### src/rtl/sup_pkg.sv
// constants shared by the software fault supervisor and its helpers
// assumes a single 100 MHz clock that also stands for the cpu clock
package sup_pkg;
	// register port
	localparam int             ADDR_W     = 8;
	localparam int             DATA_W     = 8;
	localparam int             CNT_W      = 7;
	localparam logic [7:0]     CTRL_ADDR  = 8'h24;
	localparam logic [7:0]     CTRL_RESET = 8'h7F;
	localparam int             ARM_POS    = 7;
	localparam int             MSB_POS    = 6;
	localparam logic [7:0]     READ_ZERO  = 8'h00;

	// count values
	localparam logic [6:0]     CNT_ROLL   = 7'h40;
	localparam logic [6:0]     CNT_STEP   = 7'h01;
	localparam logic [7:0]     RELOAD_MAX = 8'hFF;
	localparam logic [7:0]     RELOAD_MIN = 8'hC0;

	// clock and timing
	localparam int             CLK_PERIOD_NS   = 10;
	localparam int             PRESCALE_CYCLES = 12288;
	localparam int             WAKE_CYCLES     = 4096;
	localparam int             WAKE_W          = 12;
	localparam int             PULSE_NS        = 500;
	localparam int             PULSE_CYCLES    = PULSE_NS / CLK_PERIOD_NS;
	localparam int             PULSE_W         = 6;

	// reference timeouts at an 8 MHz cpu clock
	localparam int             REF_PERIOD_NS = 125;
	localparam int             TMO_MAX_NS    = 98_304_000;
	localparam int             TMO_MIN_NS    = 1_536_000;
	localparam int             STEPS_MAX     = TMO_MAX_NS / (REF_PERIOD_NS * PRESCALE_CYCLES);
	localparam int             STEPS_MIN     = TMO_MIN_NS / (REF_PERIOD_NS * PRESCALE_CYCLES);

	// run, frozen in halt, waiting out the wake delay
	typedef enum logic [1:0] {
		MODE_RUN  = 2'b00,
		MODE_HALT = 2'b01,
		MODE_WAKE = 2'b11
	} mode_t;
endpackage : sup_pkg

### src/rtl/fault_supervisor.sv
// software fault supervisor: arm bit, 7-bit down count, halt handling
// assumes cpu strobes on mclk, option straps stable from reset onward
//
// The strobed register port was chosen for this implementation.
`timescale 1ns/1ps

// Behaviour
// - at 8 MHz, reload FFh times out in 98.304 ms, C0h in 1.536 ms
// - comes out of reset disarmed and cannot request reset until armed
// - once armed, software cannot disarm; only reset clears the arm bit
// - a write setting arm with count msb clear requests reset at once
// - hardware option keeps it permanently armed; arm bit has no function
// - wait mode changes nothing; counting and reset requests go on
// - reset-on-halt option plus armed: halt requests reset immediately
// - otherwise halt stops the countdown and blocks roll reset requests; writes still reload and can request
// - after wake by external interrupt, counting resumes after 4096 cycles
// - wake by reset leaves it in reset state, disarmed
// - control register resets to 7Fh: disarmed, count all ones
// - arm bit is set by writing one; writing zero leaves it alone
// - bits 6..0 count down; armed roll from 40h to 3Fh requests reset
// - control register sits at address 24h
// - count decrements once every 12288 cycles, 64 timeout steps
// - a reset request drives the reset line low for 500 ns
module fault_supervisor #(
	parameter int PRESCALE = sup_pkg::PRESCALE_CYCLES
) (
	input  wire logic                      mclk,
	input  wire logic                      arst_n,
	input  wire logic [sup_pkg::ADDR_W-1:0] addr,
	input  wire logic [sup_pkg::DATA_W-1:0] wdata,
	input  wire logic                      wr_en,
	input  wire logic                      rd_en,
	output logic      [sup_pkg::DATA_W-1:0] rdata,
	input  wire logic                      opt_hw_watchdog,
	input  wire logic                      opt_reset_on_halt,
	input  wire logic                      wait_mode,
	input  wire logic                      halt_exec,
	input  wire logic                      ext_wake,
	output logic                           frozen,
	output logic                           rst_req_n
);
	import sup_pkg::*;

	localparam logic [WAKE_W-1:0] WAKE_LOAD = WAKE_W'(WAKE_CYCLES - 1);
	localparam logic [WAKE_W-1:0] WAKE_ONE  = WAKE_W'(1);

	// address decode shared by reads and writes
	function automatic logic is_ctrl(input logic [ADDR_W-1:0] a);
		return a == CTRL_ADDR;
	endfunction : is_ctrl

	// register image as software sees it
	function automatic logic [DATA_W-1:0] ctrl_word(input logic a,
	                                               input logic [CNT_W-1:0] c);
		return {a, c};
	endfunction : ctrl_word

	typedef struct packed {
		logic              arm;
		logic [CNT_W-1:0]  count;
		logic [DATA_W-1:0] rdata;
		mode_t             mode;
		logic [WAKE_W-1:0] wake_cnt;
		logic              opts_ok;
		logic              hw_opt;
		logic              halt_opt;
	} sup_t;

	sup_t st;
	sup_t next_st;

	logic tick;
	logic trig;
	logic eff_arm;
	logic wr_hit;
	logic rd_hit;
	logic dec;
	logic trig_wr;
	logic trig_dec;
	logic trig_halt;
	logic halt_go;
	logic wr_arm;

	// prescaler only runs outside halt and the wake delay
	sup_prescaler #(
		.DIV (PRESCALE)
	) u_pre (
		.mclk   (mclk),
		.arst_n (arst_n),
		.run    (st.mode == MODE_RUN),
		.tick   (tick)
	);

	// access and event decode; wait_mode deliberately plays no part
	always_comb begin
		eff_arm   = st.arm | st.hw_opt;
		wr_hit    = wr_en & is_ctrl(addr);
		rd_hit    = rd_en & is_ctrl(addr);
		dec       = tick & (st.mode == MODE_RUN);
		wr_arm    = eff_arm | wdata[ARM_POS];
		// software reset: arm with msb clear in one write
		trig_wr   = wr_hit & wr_arm & ~wdata[MSB_POS];
		// armed roll from 40h to 3Fh; a write in the same cycle wins
		trig_dec  = dec & ~wr_hit & eff_arm & (st.count == CNT_ROLL);
		trig_halt = halt_exec & st.halt_opt & eff_arm & (st.mode == MODE_RUN);
		halt_go   = halt_exec & ~trig_halt & (st.mode == MODE_RUN);
		trig      = trig_wr | trig_dec | trig_halt;
	end

	// next state
	always_comb begin
		next_st = st;
		// straps caught once, in the first cycle after reset release
		if (!st.opts_ok) begin
			next_st.opts_ok  = 1'b1;
			next_st.hw_opt   = opt_hw_watchdog;
			next_st.halt_opt = opt_reset_on_halt;
		end
		// arm bit only ever sets
		if (wr_hit && wdata[ARM_POS]) begin
			next_st.arm = 1'b1;
		end
		// reload beats decrement
		if (wr_hit) begin
			next_st.count = wdata[CNT_W-1:0];
		end else if (dec) begin
			next_st.count = st.count - CNT_STEP;
		end
		// read data stand one cycle after the strobe
		if (rd_hit) begin
			next_st.rdata = ctrl_word(eff_arm, st.count);
		end else begin
			next_st.rdata = READ_ZERO;
		end
		// halt, wake and resume
		unique case (st.mode)
			MODE_RUN: begin
				if (halt_go) begin
					next_st.mode = MODE_HALT;
				end
			end
			MODE_HALT: begin
				if (ext_wake) begin
					next_st.mode     = MODE_WAKE;
					next_st.wake_cnt = WAKE_LOAD;
				end
			end
			MODE_WAKE: begin
				if (st.wake_cnt == '0) begin
					next_st.mode = MODE_RUN;
				end else begin
					next_st.wake_cnt = st.wake_cnt - WAKE_ONE;
				end
			end
			default: begin
				next_st.mode = MODE_RUN;
			end
		endcase
	end

	// state register; any reset returns to disarmed, count 7Fh
	always_ff @(posedge mclk or negedge arst_n) begin
		if (!arst_n) begin
			st.arm      <= CTRL_RESET[ARM_POS];
			st.count    <= CTRL_RESET[CNT_W-1:0];
			st.rdata    <= READ_ZERO;
			st.mode     <= MODE_RUN;
			st.wake_cnt <= '0;
			st.opts_ok  <= 1'b0;
			st.hw_opt   <= 1'b0;
			st.halt_opt <= 1'b0;
		end else begin
			st <= next_st;
		end
	end

	// reset line pulse
	sup_reset_pulse #(
		.LEN (PULSE_CYCLES)
	) u_pulse (
		.mclk      (mclk),
		.arst_n    (arst_n),
		.trig      (trig),
		.rst_req_n (rst_req_n)
	);

	assign rdata  = st.rdata;
	assign frozen = st.mode != MODE_RUN;

	// helper: cycles spent in the wake delay
	logic [WAKE_W:0] wake_len;
	always_ff @(posedge mclk or negedge arst_n) begin
		if (!arst_n) begin
			wake_len <= '0;
		end else if (st.mode == MODE_WAKE) begin
			wake_len <= wake_len + (WAKE_W+1)'(1);
		end else begin
			wake_len <= '0;
		end
	end

	// reference timeout steps must match the prescale period
	initial begin
		AST_STEP_TABLE: assert (STEPS_MAX == int'(RELOAD_MAX[CNT_W-1:0] - CNT_ROLL) + 1
			&& STEPS_MIN == int'(RELOAD_MIN[CNT_W-1:0] - CNT_ROLL) + 1)
			else $error("timeout table does not match step count");
	end
endmodule : fault_supervisor

### src/rtl/sup_prescaler.sv
// divider that gives one enable pulse per decrement period
// assumes run is a level on mclk; the phase holds while run is low
`timescale 1ns/1ps
module sup_prescaler #(
	parameter int DIV = sup_pkg::PRESCALE_CYCLES
) (
	input  wire logic mclk,
	input  wire logic arst_n,
	input  wire logic run,
	output logic      tick
);
	import sup_pkg::*;

	localparam int W = $clog2(DIV);
	localparam logic [W-1:0] LAST = W'(DIV - 1);
	localparam logic [W-1:0] ONE  = W'(1);

	typedef struct packed {
		logic [W-1:0] cnt;
		logic         tick;
	} pre_t;

	pre_t st;
	pre_t next_st;

	// count while running, pulse once per period
	always_comb begin
		next_st      = st;
		next_st.tick = 1'b0;
		if (run) begin
			if (st.cnt == LAST) begin
				next_st.cnt  = '0;
				next_st.tick = 1'b1;
			end else begin
				next_st.cnt = st.cnt + ONE;
			end
		end
	end

	// state register
	always_ff @(posedge mclk or negedge arst_n) begin
		if (!arst_n) begin
			st <= '0;
		end else begin
			st <= next_st;
		end
	end

	assign tick = st.tick;
endmodule : sup_prescaler

### src/rtl/sup_reset_pulse.sv
// stretches a reset request into a fixed low pulse on the reset line
// assumes trig is a one-cycle pulse on mclk; triggers during a pulse merge
`timescale 1ns/1ps
module sup_reset_pulse #(
	parameter int LEN = sup_pkg::PULSE_CYCLES
) (
	input  wire logic mclk,
	input  wire logic arst_n,
	input  wire logic trig,
	output logic      rst_req_n
);
	import sup_pkg::*;

	localparam logic [PULSE_W-1:0] LOAD = PULSE_W'(LEN - 1);
	localparam logic [PULSE_W-1:0] ONE  = PULSE_W'(1);

	typedef struct packed {
		logic               req_n;
		logic [PULSE_W-1:0] left;
	} pul_t;

	pul_t st;
	pul_t next_st;

	// start on a trigger, release after LEN cycles low
	always_comb begin
		next_st = st;
		if (st.req_n) begin
			if (trig) begin
				next_st.req_n = 1'b0;
				next_st.left  = LOAD;
			end
		end else if (st.left == '0) begin
			next_st.req_n = 1'b1;
		end else begin
			next_st.left = st.left - ONE;
		end
	end

	// state register
	always_ff @(posedge mclk or negedge arst_n) begin
		if (!arst_n) begin
			st <= '{req_n: 1'b1, left: '0};
		end else begin
			st <= next_st;
		end
	end

	assign rst_req_n = st.req_n;

	// helper: length of the low pulse
	logic [PULSE_W-1:0] low_len;
	always_ff @(posedge mclk or negedge arst_n) begin
		if (!arst_n) begin
			low_len <= '0;
		end else if (!st.req_n) begin
			low_len <= low_len + ONE;
		end else begin
			low_len <= '0;
		end
	end
endmodule : sup_reset_pulse

### config.mk
export PLATFORM = sky130hd
export DESIGN_NAME = fault_supervisor
export DESIGN_NICKNAME = d
export VERILOG_FILES = /design/src/rtl/sup_pkg.sv /design/src/rtl/fault_supervisor.sv /design/src/rtl/sup_prescaler.sv /design/src/rtl/sup_reset_pulse.sv
export SDC_FILE = /design/constraint.sdc
export NUM_CORES = 1
export LEC_CHECK = 0
export BUFFER_PORTS_ARGS = -buffer_cell sky130_fd_sc_hd__buf_4
export CAP_MARGIN = 20
export CORE_ASPECT_RATIO = 0.5
export CORE_MARGIN = 2
export CORE_UTILIZATION = 49
export CTS_CLUSTER_SIZE = 14
export DETAILED_ROUTE_END_ITERATION = 16
export GPL_TIMING_DRIVEN = 0
export PLACE_DENSITY = 0.79
export SLEW_MARGIN = 10
export SYNTH_ARGS = -nofsm -noshare
export SYNTH_HDL_FRONTEND = slang
export SYNTH_SLANG_ARGS = --single-unit
### constraint.sdc
create_clock -name mclk -period 2.2 [get_ports mclk]
set_input_delay 0.22 -clock mclk [delete_from_list [all_inputs] [get_ports mclk]]
set_output_delay 0.22 -clock mclk [all_outputs]
set_load 0.1 [all_outputs]
==> results.md <==
| Parameter | This run |
| --- | --- |
| Result of the run | finished clean |
| Net switching power | 0.000639 W |
| Number of synthesized register bits | 55 |
| Top post-synthesis cells by count | 47 x sky130_fd_sc_hd__dfrtp_1, 24 x sky130_fd_sc_hd__nor2_1, 18 x sky130_fd_sc_hd__nand2_1 |
| Critical path data arrival time | 2.20 ns |
| Combined area of the multi-input logic cells | 1280 µm² |
| Worst slack after detailed placement | 0.185 ns |
| Maximum number of pins on one net before global-route repair | 56 |
| Average cell area after synthesis | 10.1 µm² |
| Number of antenna-violating nets in the routed design | 0 |
| Hold Startpoint | wdata[7] |
| Final RePlAce weighted congestion | 0.799 |
| Reg power frac | 51.1% |
| CP Launch Type | flip-flop |
| Biggest area consumer among synthesized cells | sky130_fd_sc_hd__dfrtp_1 |
| Synthesized netlist net count | 309 |
| Number of library cell types mapped by synthesis | 48 |
| Cell types with the largest area share after synthesis | sky130_fd_sc_hd__dfrtp_1 42%, sky130_fd_sc_hd__dfstp_2 7.5%, sky130_fd_sc_hd__xnor2_1 4.7%, sky130_fd_sc_hd__nor2_1 3.2%, sky130_fd_sc_hd__ha_1 3.1% |
| Hold Slack | 0.144 ns |
| Transition time of the tightest slew-check pin | 0.685 ns |
| Horizontal die dimension | 111 µm |
| Proportion of synthesized chip area in sequential cells | 49.6% |
| Kind of capture point of the worst setup path | flip-flop |
| Worst min-delay path category | in -> reg |
| Post-DP HPWL | 3910 µm |
| Mapped Cells | 277 |
| Clock buffers created by TritonCTS | 5 |
| Cells traversed along the worst timing path | clkbuf_1, nor4bb_1, nand2_1, nor3_1, mux2_2 |
| Yosys Warn Count | 0 |
| Total standard cell area after synthesis | 2790 µm² |
| Vertical die dimension | 57.4 µm |
| Clk_lat worst skew | 0.29 ns |
| Clock network power share | 32.1% |
| Cell at the root of the clock tree | sky130_fd_sc_hd__clkbuf_16 |
| Floorplan core area | 5490 µm² |
| Combinational share of power | 16.8% |
| Number of cell rows | 19 |
| Port bufs | 33 |
| Count of endpoints failing setup in the final report | 0 |
| Flip-flop and latch area | 1390 µm² |
| Total number of clock tree sinks | 55 |
| Via count of the first global-routing pass | 2196 |
| DR pass1 iterations | 4 |
| Post-synth top area share | 42.1% |
| PD cells | 714 nW/µm² |
| Average detailed-routed wire length per instance | 14.0 µm |
| Ratio of final minimum period to clock period | 92.1% |
| Proportion of synthesized flip-flops having asynchronous set or reset | 100% |
| Residual DRC count | 0 |
| Ant. Diodes | 0 |
| Total detailed-routing wirelength | 5480 µm |
| Clock skew after layout | 0.00403 ns |
| Layout area overhead | 17.6% |
| Starting density of the core | 50.9% |
| Worst setup slack after layout | 0.174 ns |
| Number of H-tree levels | 2 |
| Number of top-level pins | 35 |
| Via density per instance | 5.56 |
| Instance count on the critical path | 5 |
| Min Tclk post-route | 2.03 ns |
| Classification of the worst setup path | reg -> reg |
| Max frequency | 0.494 GHz |
| Cell with the most instances after synthesis | sky130_fd_sc_hd__dfrtp_1 |
| Data required time at the worst endpoint | 2.37 ns |
| Number of violations of the max-capacitance limit | 0 |
| Number of fillers in the final layout | 449 |
| Post-layout net count | 350 |
| Slew margin rel. | 53.7% |
| Slowest stage cell, crit path | sky130_fd_sc_hd__nor4bb_1 |
| Global-route wire length before repair | 9420 µm |
| Die Outline Area | 6360 µm² |
| Predominant post-synthesis flop cell | sky130_fd_sc_hd__dfrtp_1 |
| Cell internal pwr | 0.00171 W |
| Sw Ratio | 27.2% |
| Hold Crit Depth | 2 |
| Clock-pin slew on the worst setup and hold paths | 0.07 ns |
| Largest incremental delay on the critical path | 0.56 ns |
| Total Neg Setup Slack | 0 ns |
| Unrepaired setup endpoints after global routing | false |
| Source of the critical timing path | st[16] |
| Hold violation count in the final report | 0 |
| DRC violation total after the first TritonRoute iteration | 147 |
| WP buf/inv | 1 |
| Number of pins with negative max-slew slack in the final report | 0 |
| Worst ir drop on vdd | 419 µV |
| Number of enable flip-flop cells after synthesis | 0 |
| Cell family with most CP delay | simple AND/OR/NAND/NOR gates |
| Pwr Total | 0.00235 W |
| Setup Buffers After CTS | 0 |
| Number of antenna violations at the first check in global routing | 0 |
| Worst Reg2Reg Path Length in Cells | 5 |
| Share of layout cells above drive strength 1 | 21.3% |
| Worst-path maximum fanout | 10 |
| Aggregate global routing overflow | 0 |
| Vias | 2178 |
| Total leakage power | 1.40 nW |
| Maximum buffer depth of the clock tree | 2 |
| Total track usage | 18.1% |
| Worst reg2reg startpoint | st[16] |
| Clock tree from TritonCTS | yes |
worst register-to-register path: cells and delay by family (launching register included):
family	cells	cell delay, ns
and+or+nand+nor	3	0.95
DFF	1	0.39
muxes	1	0.36
buffers and inverters	1	0.21
state kept, by name, summed over array words and instances, names as in the netlist:
register / flops
rdata: 8
st: 25
u_pre.st: 14
u_pre.tick: 1
u_pulse.rst_req_n: 1
u_pulse.st: 6
repair_timing:
action / in CTS / in global routing
endpoints found under the hold margin: 38 / 0
hold buffers: 1 / 0
resized for setup: 0 / 1
setup endpoints to repair: 0 / 8
layout make-up:
cell class | count | share of cell area, %
Tap cell | 73 | 2.78
Multi-Input combinational cell | 194 | 38.8
Sequential cell | 55 | 42.2
Clock inverter | 1 | 0.152
Inverter | 12 | 1.37
Buffer | 16 | 2.82
Clock buffer | 7 | 4.04
Timing Repair Buffer | 34 | 7.84
metal layers:
| layer | wire [µm] | vias up | GRT usage [%] |
|---|---|---|---|
| li1 | - | 1066 | - |
| met1 | 2410 | 1073 | 21.9 |
| met2 | 2860 | 35 | 33.3 |
| met3 | 172 | 4 | 4.04 |
| met4 | 38 | 0 | 5.36 |
| met5 | 0 | - | 0 |
cells in the final DEF (no fill, tap or decap), types with 5 or more instances in the layout:
cell type                   instances
sky130_fd_sc_hd__o211ai_1           6
sky130_fd_sc_hd__inv_1             12
sky130_fd_sc_hd__o21ai_0           16
sky130_fd_sc_hd__xnor2_1           15
sky130_fd_sc_hd__nor3_1             7
sky130_fd_sc_hd__nand4_1            5
sky130_fd_sc_hd__nor2_1            24
sky130_fd_sc_hd__nor4_1             7
sky130_fd_sc_hd__nand2_1           18
sky130_fd_sc_hd__dfrtp_1           47
sky130_fd_sc_hd__clkbuf_16          5
sky130_fd_sc_hd__nand3_1            9
sky130_fd_sc_hd__and2_1             7
sky130_fd_sc_hd__a21oi_1            7
sky130_fd_sc_hd__clkbuf_1           8
sky130_fd_sc_hd__dfstp_2            8
sky130_fd_sc_hd__buf_4             41
sky130_fd_sc_hd__ha_1               7
sky130_fd_sc_hd__mux2i_1            5
sky130_fd_sc_hd__or3_1              6
metrics by stage:
step           instance area (µm²)  utilization [%]  std cells
2_1_floorplan                 2790                -        277
3_3_place_gp                  3130             57.1        383
3_5_place_dp                  3130             57.1        383
4_1_cts                       3280             59.7        392
5_1_grt                       3290             59.9        392
6_report                      3290             59.9        392
power groups by stage:
stage | registers [W] | clock network (W) | logic [W]
after floorplan | 0.00125 | 0 | 0.000235
after global placement | 0.00121 | 0 | 0.000383
after detailed placement | 0.00122 | 0 | 0.000396
after CTS | 0.00120 | 0.000771 | 0.000399
after global routing | 0.00121 | 0.000817 | 0.000433
final | 0.00120 | 0.000753 | 0.000395
cells by family after synthesis:
family / Yosys count / synth area share, %
multiplexers: 9 / 3.40
XOR/XNOR: 18 / 5.64
buffers and inverters: 28 / 4.93
AND/OR/NAND/NOR: 113 / 22.9
adder cells (fa/ha/maj): 7 / 3.13
AO/OA/AOI/OAI: 46 / 10.3
other: 1 / 0.134
flip-flops: 55 / 49.6
worst paths after layout:
check	endpoint	slack (ns)
min in group asynchronous	u_pre.st[8]	0.52
max reg2reg	u_pre.st[13]	0.17
max in group asynchronous	rdata[5]	1.24
min	st[32]	0.14
min reg2reg	u_pre.st[11]	0.51
max	u_pre.st[13]	0.17
Note: power is estimated with default switching activity, not from simulation.
